--- config.mk ---
export PLATFORM = sky130hd
export DESIGN_NAME = poe_pse_port_controller
export DESIGN_NICKNAME = d
export VERILOG_FILES = /design/src/poe_pse_pkg.sv /design/src/poe_pse_port_controller.sv
export SDC_FILE = /design/constraint.sdc
export NUM_CORES = 1
export LEC_CHECK = 0
export BUFFER_PORTS_ARGS = -buffer_cell sky130_fd_sc_hd__buf_2
export CAP_MARGIN = 15
export CORE_MARGIN = 2
export CORE_UTILIZATION = 65
export CTS_BUF_LIST = sky130_fd_sc_hd__clkbuf_8
export DETAILED_ROUTE_END_ITERATION = 10
export PLACE_DENSITY = 0.92
export SYNTH_ARGS = -nofsm -noshare
export SYNTH_HDL_FRONTEND = slang
export SYNTH_SLANG_ARGS = --single-unit
--- constraint.sdc ---
create_clock -name clk_sys_in -period 3.6 [get_ports clk_sys_in]
set_input_delay 0.36 -clock clk_sys_in [delete_from_list [all_inputs] [get_ports clk_sys_in]]
set_output_delay 0.36 -clock clk_sys_in [all_outputs]
set_load 0.005 [all_outputs]
--- src/poe_pse_pkg.sv ---
/*
 * Shared constants and types for the single-port PoE sourcing controller:
 * timing in milliseconds, mode codes, class levels, limits, register map.
 * Assumes a 20 MHz system clock and a 1 ms prescaled tick.
 */
package poe_pse_pkg;
    // ------------------------------------------------------------
    // Clock and tick
    // ------------------------------------------------------------
    localparam int CLK_HZ      = 20_000_000;
    localparam int TICK_HZ     = 1_000;
    localparam int TICK_CYCLES = CLK_HZ / TICK_HZ;

    // ------------------------------------------------------------
    // Intervals in ms
    // ------------------------------------------------------------
    localparam logic [11:0] RETRY_MS     = 12'h07D0; // 2000
    localparam logic [11:0] DET_MS       = 12'h0064; // 100
    localparam logic [11:0] CLS_SHORT_MS = 12'h000C; // 12
    localparam logic [11:0] CLS_LONG_MS  = 12'h0058; // 88
    localparam logic [11:0] MARK_MS      = 12'h000A; // 10
    localparam logic [11:0] INRUSH_MS    = 12'h003C; // 60
    localparam logic [11:0] CUT_MS       = 12'h003C; // 60
    localparam logic [11:0] HOLD_MIN_MS  = 12'h0006; // 6
    localparam logic [11:0] HOLD_WIN_MS  = 12'h0145; // 325
    localparam logic [11:0] BLINK_MS     = 12'h00C8; // 200

    // ------------------------------------------------------------
    // Strap modes and class levels
    // ------------------------------------------------------------
    localparam logic [2:0] MODE_LEG_T2 = 3'h0;
    localparam logic [2:0] MODE_T1     = 3'h1;
    localparam logic [2:0] MODE_T2     = 3'h2;
    localparam logic [2:0] MODE_LEG_HP = 3'h3;
    localparam logic [2:0] MODE_BT1P   = 3'h4;
    localparam logic [2:0] MODE_BT3    = 3'h5;
    localparam logic [2:0] CLASS_4     = 3'h4;
    localparam logic [2:0] CLASS_5     = 3'h5;
    localparam logic [2:0] CLASS_OVER  = 3'h6;

    // Power ceilings in watts
    localparam logic [6:0] CEIL_20W = 7'h14;
    localparam logic [6:0] CEIL_38W = 7'h26;
    localparam logic [6:0] CEIL_46W = 7'h2E;
    localparam logic [6:0] CEIL_75W = 7'h4B;

    // Overload limit select: 350, 660, 815, 1320 mA
    localparam logic [1:0] ILIM_350  = 2'h0;
    localparam logic [1:0] ILIM_660  = 2'h1;
    localparam logic [1:0] ILIM_815  = 2'h2;
    localparam logic [1:0] ILIM_1320 = 2'h3;

    // Fault codes equal the number of status pulses
    localparam logic [2:0] FLT_NONE  = 3'h0;
    localparam logic [2:0] FLT_SHORT = 3'h1;
    localparam logic [2:0] FLT_OVER  = 3'h2;
    localparam logic [2:0] FLT_SIG   = 3'h3;
    localparam logic [2:0] FLT_UV    = 3'h4;

    // ------------------------------------------------------------
    // Register map
    // ------------------------------------------------------------
    localparam logic [7:0] REG_CTRL   = 8'h00;
    localparam logic [7:0] REG_STATUS = 8'h04;
    localparam int CTRL_EN  = 0;
    localparam int CTRL_CLR = 1;
    localparam logic CTRL_EN_RST = 1'b1;

    typedef enum logic [3:0] {
        S_LOCK, S_IDLE, S_DET, S_CLS, S_MARK, S_INRUSH, S_ON, S_RETRY
    } pse_state_t;
endpackage : poe_pse_pkg

--- src/poe_pse_port_controller.sv ---
/*
 * Sequencer for one PoE sourcing port: supply lockout, strap mode,
 * signature detection with retry, at/bt classification, inrush,
 * hold-current monitoring, overload and short cutoff, status blink code,
 * and a classic Wishbone slave for control and state readback.
 * Assumes comparator and strap inputs from analog front-end circuits.
 */
// Chosen here: the address map and the Wishbone interface to the registers.
`timescale 1ns/1ps
`default_nettype none

module poe_pse_port_controller #(
    parameter int TICK_CYCLES = poe_pse_pkg::TICK_CYCLES,
    parameter int PRE_W       = 16
) (
    input  wire logic        clk_sys_in,          // System clock
    input  wire logic        reset_n_in,          // Async reset, active low
    input  wire logic [2:0]  option_code_in,      // Decoded strap resistor
    input  wire logic        supply_below_t1_in,  // Supply under low-mode trip
    input  wire logic        supply_below_std_in, // Supply under normal trip
    input  wire logic        supply_above_t1_in,  // Supply over low-mode restart
    input  wire logic        supply_above_std_in, // Supply over normal restart
    input  wire logic        sig_valid_in,        // Signature in window
    input  wire logic [2:0]  class_level_in,      // Class current band
    input  wire logic        hold_cur_in,         // Current above hold level
    input  wire logic        overload_in,         // Current above overload limit
    input  wire logic        short_in,            // Current above short limit
    input  wire logic        wb_cyc_in,           // Wishbone cycle
    input  wire logic        wb_stb_in,           // Wishbone strobe
    input  wire logic        wb_we_in,            // Wishbone write
    input  wire logic [7:0]  wb_adr_in,           // Wishbone byte address
    input  wire logic [3:0]  wb_sel_in,           // Wishbone byte selects
    input  wire logic [31:0] wb_dat_in,           // Wishbone write data
    output logic [31:0]      wb_dat_out,          // Wishbone read data
    output logic             wb_ack_out,          // Wishbone acknowledge
    output logic             det_en_out,          // Signature probe on
    output logic             class_en_out,        // Class pulse voltage on
    output logic             port_power_out,      // Main port switch
    output logic [1:0]       ilim_sel_out,        // Overload limit select
    output logic [6:0]       power_ceil_out,      // Power ceiling in watts
    output logic             status_out           // Status pin
);
    typedef struct packed {
        logic [10:0]            sy1;
        logic [10:0]            sy2;
        logic [2:0]             mode;
        logic                   mode_ok;
        poe_pse_pkg::pse_state_t st;
        logic [11:0]            tmr;
        logic [PRE_W-1:0]       pre;
        logic                   tick;
        logic [1:0]             pulse;
        logic [2:0]             cls_a;
        logic                   grant;
        logic [1:0]             ilim;
        logic [6:0]             ceil;
        logic [3:0]             slot;
        logic [11:0]            btmr;
        logic [2:0]             last_fault;
        logic [11:0]            hold_run;
        logic [11:0]            hold_win;
        logic                   hold_seen;
        logic [11:0]            cut;
        logic                   enable;
        logic                   ack;
        logic [31:0]            dat;
        logic                   power;
        logic                   det;
        logic                   cls;
        logic                   status;
    } state_t;

    localparam logic [PRE_W-1:0] PRE_MAX = PRE_W'(TICK_CYCLES - 1);

    state_t r;
    state_t next_r;

    logic       s_sig;
    logic       s_hold;
    logic       s_over;
    logic       s_short;
    logic       s_low;
    logic       s_ok;
    logic [2:0] s_cls;
    logic       at_style;
    logic       bt_ext;

    // ------------------------------------------------------------
    // Synchronised comparators
    // ------------------------------------------------------------
    assign s_sig   = r.sy2[0];
    assign s_hold  = r.sy2[1];
    assign s_over  = r.sy2[2];
    assign s_short = r.sy2[3];
    assign s_cls   = r.sy2[10:8];
    assign s_low   = (r.mode == poe_pse_pkg::MODE_T1) ? r.sy2[4] : r.sy2[5];
    assign s_ok    = (r.mode == poe_pse_pkg::MODE_T1) ? r.sy2[6] : r.sy2[7];
    assign at_style = (r.mode == poe_pse_pkg::MODE_LEG_T2) ||
                      (r.mode == poe_pse_pkg::MODE_LEG_HP);
    assign bt_ext   = (r.mode == poe_pse_pkg::MODE_BT1P) ||
                      (r.mode == poe_pse_pkg::MODE_BT3);

    // ------------------------------------------------------------
    // Next state
    // ------------------------------------------------------------
    always_comb
    begin
        logic       go_fault;
        logic [2:0] fcode;
        logic       cls_done;
        logic       cls_err;
        logic       more;
        logic [11:0] width;
        go_fault = 1'b0;
        fcode    = poe_pse_pkg::FLT_NONE;
        cls_done = 1'b0;
        cls_err  = 1'b0;
        more     = 1'b0;
        width    = poe_pse_pkg::CLS_SHORT_MS;
        next_r   = r;

        next_r.sy1 = {class_level_in, supply_above_std_in, supply_above_t1_in,
                      supply_below_std_in, supply_below_t1_in,
                      short_in, overload_in, hold_cur_in, sig_valid_in};
        next_r.sy2 = r.sy1;

        // Strap is caught once after reset release
        if (!r.mode_ok)
        begin
            next_r.mode_ok = 1'b1;
            next_r.mode    = (option_code_in > poe_pse_pkg::MODE_BT3) ?
                             poe_pse_pkg::MODE_LEG_T2 : option_code_in;
        end

        case (r.mode)
            poe_pse_pkg::MODE_T1:     next_r.ceil = poe_pse_pkg::CEIL_20W;
            poe_pse_pkg::MODE_LEG_HP: next_r.ceil = poe_pse_pkg::CEIL_75W;
            poe_pse_pkg::MODE_BT1P:   next_r.ceil = poe_pse_pkg::CEIL_46W;
            poe_pse_pkg::MODE_BT3:    next_r.ceil = poe_pse_pkg::CEIL_75W;
            default:                  next_r.ceil = poe_pse_pkg::CEIL_38W;
        endcase

        // 1 ms tick shared by every timer
        next_r.tick = 1'b0;
        next_r.pre  = r.pre + 1'b1;
        if (r.pre == PRE_MAX)
        begin
            next_r.pre  = '0;
            next_r.tick = 1'b1;
        end
        if (r.tick)
        begin
            next_r.tmr = r.tmr + 1'b1;
        end

        case (r.st)
            poe_pse_pkg::S_LOCK:
            begin
                if (r.mode_ok && s_ok)
                begin
                    next_r.st  = poe_pse_pkg::S_IDLE;
                    next_r.tmr = '0;
                end
            end
            poe_pse_pkg::S_IDLE:
            begin
                if (r.enable)
                begin
                    next_r.st  = poe_pse_pkg::S_DET;
                    next_r.tmr = '0;
                end
            end
            poe_pse_pkg::S_DET:
            begin
                if (r.tmr == poe_pse_pkg::DET_MS)
                begin
                    next_r.tmr   = '0;
                    next_r.pulse = '0;
                    next_r.grant = 1'b0;
                    if (s_sig)
                    begin
                        next_r.st = poe_pse_pkg::S_CLS;
                    end
                    else
                    begin
                        next_r.st = poe_pse_pkg::S_RETRY;
                    end
                end
            end
            poe_pse_pkg::S_CLS:
            begin
                if (!at_style && r.pulse == 2'd0)
                begin
                    width = poe_pse_pkg::CLS_LONG_MS;
                end
                if (r.tmr == width)
                begin
                    next_r.tmr = '0;
                    if (s_cls >= poe_pse_pkg::CLASS_OVER)
                    begin
                        cls_err = 1'b1;
                    end
                    else
                    begin
                        case (r.pulse)
                            2'd0:
                            begin
                                next_r.cls_a = s_cls;
                                if (s_cls == poe_pse_pkg::CLASS_5 &&
                                    r.mode != poe_pse_pkg::MODE_LEG_HP)
                                begin
                                    cls_err = 1'b1;
                                end
                                more = !at_style ||
                                       (s_cls == poe_pse_pkg::CLASS_4);
                            end
                            2'd1:
                            begin
                                cls_err = (s_cls != r.cls_a);
                                more = bt_ext &&
                                       (r.cls_a == poe_pse_pkg::CLASS_4);
                            end
                            2'd2:
                            begin
                                more = (s_cls != r.cls_a);
                                next_r.grant = more;
                            end
                            default: more = 1'b0;
                        endcase
                    end
                    if (cls_err)
                    begin
                        go_fault = 1'b1;
                        fcode    = poe_pse_pkg::FLT_SIG;
                    end
                    else if (more)
                    begin
                        next_r.st    = poe_pse_pkg::S_MARK;
                        next_r.pulse = r.pulse + 1'b1;
                    end
                    else
                    begin
                        cls_done = 1'b1;
                    end
                end
            end
            poe_pse_pkg::S_MARK:
            begin
                if (r.tmr == poe_pse_pkg::MARK_MS)
                begin
                    next_r.st  = poe_pse_pkg::S_CLS;
                    next_r.tmr = '0;
                end
            end
            poe_pse_pkg::S_INRUSH:
            begin
                if (r.tmr == poe_pse_pkg::INRUSH_MS)
                begin
                    next_r.st       = poe_pse_pkg::S_ON;
                    next_r.hold_run = '0;
                    next_r.hold_win = '0;
                    next_r.hold_seen = 1'b0;
                end
            end
            poe_pse_pkg::S_ON:
            begin
                if (r.tick)
                begin
                    next_r.hold_run = s_hold ? r.hold_run + 1'b1 : '0;
                    next_r.hold_win = r.hold_win + 1'b1;
                    if (s_hold && r.hold_run + 1'b1 >= poe_pse_pkg::HOLD_MIN_MS)
                    begin
                        next_r.hold_seen = 1'b1;
                    end
                    if (r.hold_win + 1'b1 == poe_pse_pkg::HOLD_WIN_MS)
                    begin
                        next_r.hold_win  = '0;
                        next_r.hold_seen = 1'b0;
                        if (!r.hold_seen)
                        begin
                            next_r.st  = poe_pse_pkg::S_DET;
                            next_r.tmr = '0;
                        end
                    end
                end
            end
            poe_pse_pkg::S_RETRY:
            begin
                if (r.tmr == poe_pse_pkg::RETRY_MS)
                begin
                    next_r.st  = poe_pse_pkg::S_IDLE;
                    next_r.tmr = '0;
                end
            end
            default: next_r.st = poe_pse_pkg::S_LOCK;
        endcase

        // Overload limit from class and mode
        if (cls_done)
        begin
            next_r.st  = poe_pse_pkg::S_INRUSH;
            next_r.tmr = '0;
            next_r.cut = '0;
            if (r.mode == poe_pse_pkg::MODE_T1)
            begin
                next_r.ilim = poe_pse_pkg::ILIM_350;
            end
            else if (next_r.grant ||
                     (r.mode == poe_pse_pkg::MODE_LEG_HP &&
                      next_r.cls_a == poe_pse_pkg::CLASS_5))
            begin
                next_r.ilim = (r.mode == poe_pse_pkg::MODE_BT1P) ?
                              poe_pse_pkg::ILIM_815 : poe_pse_pkg::ILIM_1320;
            end
            else if (next_r.cls_a == poe_pse_pkg::CLASS_4)
            begin
                next_r.ilim = poe_pse_pkg::ILIM_660;
            end
            else
            begin
                next_r.ilim = poe_pse_pkg::ILIM_350;
            end
        end

        // Current protection while powered
        if (r.st == poe_pse_pkg::S_INRUSH || r.st == poe_pse_pkg::S_ON)
        begin
            if (!s_over)
            begin
                next_r.cut = '0;
            end
            else if (r.tick)
            begin
                next_r.cut = r.cut + 1'b1;
            end
            if (s_short)
            begin
                go_fault = 1'b1;
                fcode    = poe_pse_pkg::FLT_SHORT;
            end
            else if (s_over && r.cut >= poe_pse_pkg::CUT_MS)
            begin
                go_fault = 1'b1;
                fcode    = poe_pse_pkg::FLT_OVER;
            end
        end

        if (go_fault)
        begin
            next_r.st  = poe_pse_pkg::S_RETRY;
            next_r.tmr = '0;
        end

        // Supply lockout overrides everything once operating
        if (r.st != poe_pse_pkg::S_LOCK && s_low)
        begin
            next_r.st  = poe_pse_pkg::S_LOCK;
            go_fault   = 1'b1;
            fcode      = poe_pse_pkg::FLT_UV;
        end
        if (!r.enable && r.st != poe_pse_pkg::S_LOCK && !s_low)
        begin
            next_r.st = poe_pse_pkg::S_IDLE;
        end

        // ------------------------------------------------------------
        // Status blink code
        // ------------------------------------------------------------
        if (r.slot != 4'h0 && r.tick)
        begin
            next_r.btmr = r.btmr + 1'b1;
            if (r.btmr + 1'b1 == poe_pse_pkg::BLINK_MS)
            begin
                next_r.btmr = '0;
                next_r.slot = r.slot - 1'b1;
            end
        end
        if (go_fault)
        begin
            next_r.slot = {fcode, 1'b0};
            next_r.btmr = '0;
        end

        // Outputs registered from the next state
        next_r.det    = (next_r.st == poe_pse_pkg::S_DET);
        next_r.cls    = (next_r.st == poe_pse_pkg::S_CLS);
        next_r.power  = (next_r.st == poe_pse_pkg::S_INRUSH) ||
                        (next_r.st == poe_pse_pkg::S_ON);
        next_r.status = (next_r.slot != 4'h0) ? next_r.slot[0] :
                        (next_r.st == poe_pse_pkg::S_ON);

        // ------------------------------------------------------------
        // Wishbone slave
        // ------------------------------------------------------------
        next_r.ack = wb_cyc_in && wb_stb_in && !r.ack;
        if (wb_cyc_in && wb_stb_in && !r.ack)
        begin
            case (wb_adr_in)
                poe_pse_pkg::REG_CTRL:
                    next_r.dat = {31'h0000_0000, r.enable};
                poe_pse_pkg::REG_STATUS:
                    next_r.dat = {7'h00, r.ceil, r.ilim, r.mode, r.last_fault,
                                  r.grant, r.cls_a, r.status, r.power, r.st};
                default:
                    next_r.dat = 32'h0000_0000;
            endcase
        end
        if (wb_cyc_in && wb_stb_in && wb_we_in && r.ack && wb_sel_in[0] &&
            wb_adr_in == poe_pse_pkg::REG_CTRL)
        begin
            next_r.enable = wb_dat_in[poe_pse_pkg::CTRL_EN];
            if (wb_dat_in[poe_pse_pkg::CTRL_CLR])
            begin
                next_r.last_fault = poe_pse_pkg::FLT_NONE;
            end
        end
        if (go_fault)
        begin
            next_r.last_fault = fcode;
        end
    end

    // ------------------------------------------------------------
    // State register
    // ------------------------------------------------------------
    always_ff @(posedge clk_sys_in or negedge reset_n_in)
    begin
        if (!reset_n_in)
        begin
            r        <= '0;
            r.st     <= poe_pse_pkg::S_LOCK;
            r.enable <= poe_pse_pkg::CTRL_EN_RST;
        end
        else
        begin
            r <= next_r;
        end
    end

    assign wb_dat_out     = r.dat;
    assign wb_ack_out     = r.ack;
    assign det_en_out     = r.det;
    assign class_en_out   = r.cls;
    assign port_power_out = r.power;
    assign ilim_sel_out   = r.ilim;
    assign power_ceil_out = r.ceil;
    assign status_out     = r.status;
endmodule : poe_pse_port_controller

`default_nettype wire

Word-level counts from Yosys, hierarchy flattened. Cells that the tools add are included.

$lt $le $gt $ge: 4. $add $sub $neg: 8. Eq/ne operators: 40. Reduce and logical (&&, ||, !) cells: 44. Mux-type cells: 87.

Operator list (count): $mux 16 (14); $pmux 25 s2 (2); $mux 12 (7); $pmux 12 s7 (1); $add 12x1->12 const B (5); $mux 25 (2); $mux 3 (11); $pmux 4 s8 (1); $mux 1 (26); $eq 4x3->1 const B (6); $mux 4 (6); $eq 3x3->1 const B (7); $pmux 7 s3 (1); $logic_and 1x1->1 (17); $mux 17 (1); $add 16x1->16 const B (1); $eq 16x15->1 const B (1); $eq 4x2->1 const B (4); $mux 2 (8); $mux 13 (1); $eq 12x11->1 const B (1); $eq 12x12->1 (1); $eq 12x4->1 const B (1); $eq 12x6->1 const B (1); 37 further kinds (57).

Bits of input ports: 63. Register bits after elaboration: 168. Logic and storage cells: 210. Output and inout bits: 46.

Logic depth before layout (Yosys ltp).
Word-level depth: 20. Gate-level depth with buffers: 12. Depth with buffers taken out: 12.

Worst setup path after synthesis. Ideal clock, no wire load.

Path type: register -> register. Start: reg r[51] in the netlist's numbering. End: reg r[128] in the netlist's numbering. Arrival: 2.264 ns. Setup slack: 1.215 ns. Clock period less this slack: 2.385 ns. Buffers on the path: 2. Data required time: 3.479 ns. Stages on the path, launching flop included: 12. Path through: dfrtp_1 > ha_1 > clkbuf_1 > nand2_1 > or3_1 > a21oi_1 > nand4_1 > o21ai_1 > nand2_1 > o41ai_2 > buf_2 > nor2_1.

RTL lines: start: declaration (RTL line poe_pse_port_controller.sv:75) `state_t r;`; start signal: assignment (RTL line poe_pse_port_controller.sv:436) `r <= next_r;`.

Worst setup path after layout.
Start: reg r[143] in the netlist's numbering. End: reg r[84] in the netlist's numbering.

Longest elaborated chain between the ends: 15. Elaborated cells between the ends (all ways): 27. Those cells by class: 4 x eq/ne; 16 x mux; 7 x reduce/logical.

RTL lines: $ne 3x2->1 (RTL line poe_pse_port_controller.sv:210) `r.mode != poe_pse_pkg::MODE_LEG_HP)`; $logic_and 1x1->1 (RTL line poe_pse_port_controller.sv:209) `if (s_cls == poe_pse_pkg::CLASS_5 &&`; $mux 1 (RTL line poe_pse_port_controller.sv:209); $pmux 1 s2 (RTL line poe_pse_port_controller.sv:205) `case (r.pulse)`; $mux 1 (RTL line poe_pse_port_controller.sv:199) `if (s_cls >= poe_pse_pkg::CLASS_OVER)`; $mux 1 (RTL line poe_pse_port_controller.sv:196) `if (r.tmr == width)`; $mux 1 (RTL line poe_pse_port_controller.sv:156) `case (r.st)`; $mux 1 (RTL line poe_pse_port_controller.sv:231) `if (cls_err)`; $mux 1 (RTL line poe_pse_port_controller.sv:196); $mux 1 (RTL line poe_pse_port_controller.sv:156); $mux 1 (RTL line poe_pse_port_controller.sv:341) `else if (s_over && r.cut >= poe_pse_pkg::CUT_MS)`; $mux 1 (RTL line poe_pse_port_controller.sv:336) `if (s_short)`; $mux 1 (RTL line poe_pse_port_controller.sv:326) `if (r.st == poe_pse_pkg::S_INRUSH || r.st == poe_pse_pkg::S_ON)`; $mux 1 * (RTL line poe_pse_port_controller.sv:355) `if (r.st != poe_pse_pkg::S_LOCK && s_low)`; $mux 16 / $reduce_bool 2->1 (equally long branches).

Every way passes the cells marked *; elsewhere a longest branch is shown, timed or not. The select of a mux whose other input is x is not followed. A chain may end at the register's enable or synchronous reset.

==> metrics.csv <==
stage,metric,value,unit
sta,grt_setup_unrepaired,no,
placement,gp_congestion,0.877,
synth,yosysSeqAreaShare,46.7,%
final_layout,multiInputGateArea,0.00397,mm2
status,outcome,"complete, no violations",
synth,synth_edf_count,0,
clock_tree,clockRootBuffer,clkbuf_8,
critical_path,critPathKind,reg2reg,
clock_tree,clock_sinks,159,
global_routing,track_usage,26.5,%
critical_path,worst_ep_required_time,3970,ps
critical_path,worstPathCellList,"nor3b_4, buf_4, mux2i_1, or2_2, o221ai_1, or3_1, a21oi_1, o21ai_1, o31ai_1",
placement,port_buffers,68,
die,dieWidth,119,um
route,vias,6621,
die,initial_core_util,67.0,%
sta,maxSlewHeadroom,45.9,%
route,drc_errors,0,
power_and_ir_drop,leakage,0.00429,uW
synth,ys_types,86,
die,die_h,119,um
clock_tree,cts_inserted_buffers,17,
synth,ys.flop_type,dfrtp_1,
route,first_iter_violations,745,
final_layout,final_cell_count_no_fill,1107,
route,detail-route-antenna-nets,0,
sta,worst_pin_slew,811,ps
sta,period_needed,2790,ps
global_routing,grt_pass1_wl,30400,um
critical_path,cp_max_fo,9,
route,drt_first_pass_iters,5,
sta,setup_viol,0,
sta,slew_viol_final,0,
critical_path,critPathArrivalTime,3160,ps
synth,avgSynthCellArea,9.63,um2
sta,hold_violations,0,
final_layout,nFillCells,900,
placement,dpl.hpwl,12000,um
power_and_ir_drop,ir_worst_vdd,0.366,mV
final_layout,drive_gt1_share,15.3,%
min_path,min_path_type,in2reg,
critical_path,ff2ff_setup_slack,810,ps
critical_path,endpoint_kind,flip-flop,
final_layout,seq_area,0.00398,mm2
power_and_ir_drop,p_per_area,360,mW/mm2
global_routing,antenna_found_initial,0,
job,drv_cap,0,
sta,finalCritPeriodShare,77.5,%
final_layout,area_delta_synth_final,7.84,%
synth,yosysWarnings,0,
critical_path,critPathSlowestCell,or3_1,
global_routing,grt.overflow.total,0,
final_layout,num_antenna_cells,0,
die,core-area,0.0127,mm2
synth,ys_seq_elements,159,
route,viasPerCell,5.98,
clock_tree,htreeDepth,4,
global_routing,grt_start_max_net_pins,94,
min_path,hold_depth,1,
placement,dp_cells,1065,
die,dieArea,0.0141,mm2
route,routed_wl,17700,um
critical_path,max_stage_delay,580,ps
clock_tree,cts_buffer_depth,2,
critical_path,crit_path_start_kind,flip-flop,
global_routing,first_global_vias,6521,
critical_path,reg2reg_depth,9,
clock_tree,clk_pin_slew,80,ps
clock_tree,clock_latency,460,ps
synth,synth_cells,885,
synth,syn_area,0.00853,mm2
clock_tree,cts_tree,yes,
route,wl_per_cell,16.0,um
die,io_pins,109,
sta,fin_skew,16.0,ps
sta,final.setup.tns,0,ps
sta,clock.fmax,0.358,GHz
die,placementRows,41,
synth,ys_async_sr_fraction,100,%
final_layout,finalNetCount,1001,
==> synthesized netlist by cell type, drive strengths merged, types with 3 or more instances <==
library cell / instances / share of area, %
a21boi: 3 / 0.26
a21o: 5 / 0.44
a21oi: 19 / 1.2
a22o: 31 / 3.2
a31oi: 8 / 0.59
a41oi: 4 / 0.41
and2: 11 / 0.84
and3: 12 / 0.94
and3b: 3 / 0.31
and4: 6 / 0.62
and4b: 3 / 0.35
and4bb: 3 / 0.44
buf: 55 / 4.7
clkbuf: 19 / 0.84
dfrtp: 158 / 46
ha: 16 / 2.3
inv: 35 / 1.5
mux2: 7 / 0.97
mux2i: 9 / 1.1
nand2: 98 / 4.3
nand2b: 6 / 0.44
nand3: 46 / 2.9
nand3b: 3 / 0.26
nand4: 18 / 1.3
nor2: 84 / 3.7
nor2b: 10 / 0.73
nor3: 20 / 1.4
nor3b: 3 / 0.40
nor4: 13 / 1.5
nor4b: 3 / 0.38
o21ai: 60 / 3.7
o22ai: 6 / 0.51
o31ai: 11 / 0.97
o41ai: 4 / 0.68
or2: 6 / 0.44
or3: 8 / 0.70
xnor2: 21 / 2.2
xor2: 30 / 3.2
==> layout by cell type, fill, tap and decap left out, types with 10 or more instances in the layout <==
cell,netlist,routed
xnor2_1,21,21
nand2_1,97,97
a22o_1,31,31
nor2_1,84,84
and3_1,11,11
and2_1,10,10
nor3_1,17,16
nand4_1,18,18
buf_2,7,67
nor2b_1,10,10
xor2_1,29,29
clkbuf_8,0,17
nand3_1,43,43
o31ai_1,11,11
inv_1,32,40
o21ai_0,39,39
dfrtp_1,158,158
o21ai_1,20,20
dlygate4sd3_1,0,10
a21oi_1,17,17
ha_1,16,16
==> final cells by class <==
class	instances	area share [%]
clock buffers	17	2.54
multi-input cells	623	43.2
flip-flops and latches	159	43.3
inverters	36	1.47
repair buffers	85	5.57
clock inverters	15	1.59
well taps	172	2.34
==> power breakdown <==
group / internal (uW) / leakage (uW) / switching [uW]
clock: 663 / 0.000219 / 615
sequential: 1810 / 0.00212 / 37.6
combinational: 68.8 / 0.00195 / 116
==> routing by layer <==
layer | track usage, % | vias to the layer above | part of all wire, %
met5 | 0 | - | 0
met4 | 10.2 | 0 | 1.9
met3 | 5.45 | 37 | 5.4
met2 | 43.9 | 265 | 49
met1 | 34.4 | 3168 | 43
li1 | - | 3151 | -
==> cells by family after synthesis <==
| logic type | Yosys count | synth area share [%] |
|---|---|---|
| simple gates | 359 | 22.3 |
| compound gates | 172 | 14.2 |
| flops | 159 | 46.7 |
| buf+inv | 110 | 7.10 |
| xor+xnor | 51 | 5.33 |
| fa+ha+maj | 16 | 2.35 |
| mux | 16 | 2.02 |
| other cells | 2 | 0.0881 |
==> state kept, by name (all words and copies together), names as in the netlist <==
register	cells
wb_ack_out	1
r	111
port_power_out	1
class_en_out	1
det_en_out	1
next_r	11
ilim_sel_out	2
wb_dat_out	24
power_ceil_out	6
status_out	1
==> critical path, delay by kind of cell (launching register included) <==
| kind | cells | cell delay (ps) |
|---|---|---|
| and+or+nand+nor | 3 | 1060 |
| DFF | 1 | 570 |
| muxes | 1 | 330 |
| buffers and inverters | 1 | 210 |
| AOI/OAI and AO/OA | 4 | 510 |
==> final timing paths <==
kind,startpoint,endpoint
min in group asynchronous,reset_n_in,power_ceil_out[0]$_DFF_PN0_
hold / removal,class_level_in[2],next_r[156]$_DFF_PN0_
setup / recovery,r[143]$_DFFE_PN0N_,r[84]$_DFFE_PN0P_
hold reg to reg,next_r[152]$_DFF_PN0_,r[152]$_DFF_PN0_
setup reg to reg,r[143]$_DFFE_PN0N_,r[84]$_DFFE_PN0P_
max in group asynchronous,reset_n_in,r[71]$_DFFE_PN0P_
==> through the flow <==
| step | setup WS, ps | instance area [um2] | util, % | hold slack (ps) | total power [uW] |
|---|---|---|---|---|---|
| final | 809 | 9200 | 72.3 | 27.4 | 3310 |
| after global routing | 654 | 9200 | 72.3 | 7.51 | 3440 |
| after CTS | 854 | 9200 | 72.3 | 6.74 | 3330 |
| after detailed placement | 862 | 8710 | 68.5 | 335 | 2060 |
| after global placement | 960 | 8710 | 68.5 | 332 | 2050 |
| after floorplan | 1210 | 8550 | - | 64.4 | 1980 |
==> what timing repair did <==
action,CTS,global route
endpoints found under the hold margin,44,0
hold buffers,10,0
buffers inserted,0,0
gates resized for setup,0,0
Power figures use the tool's default switching activity.
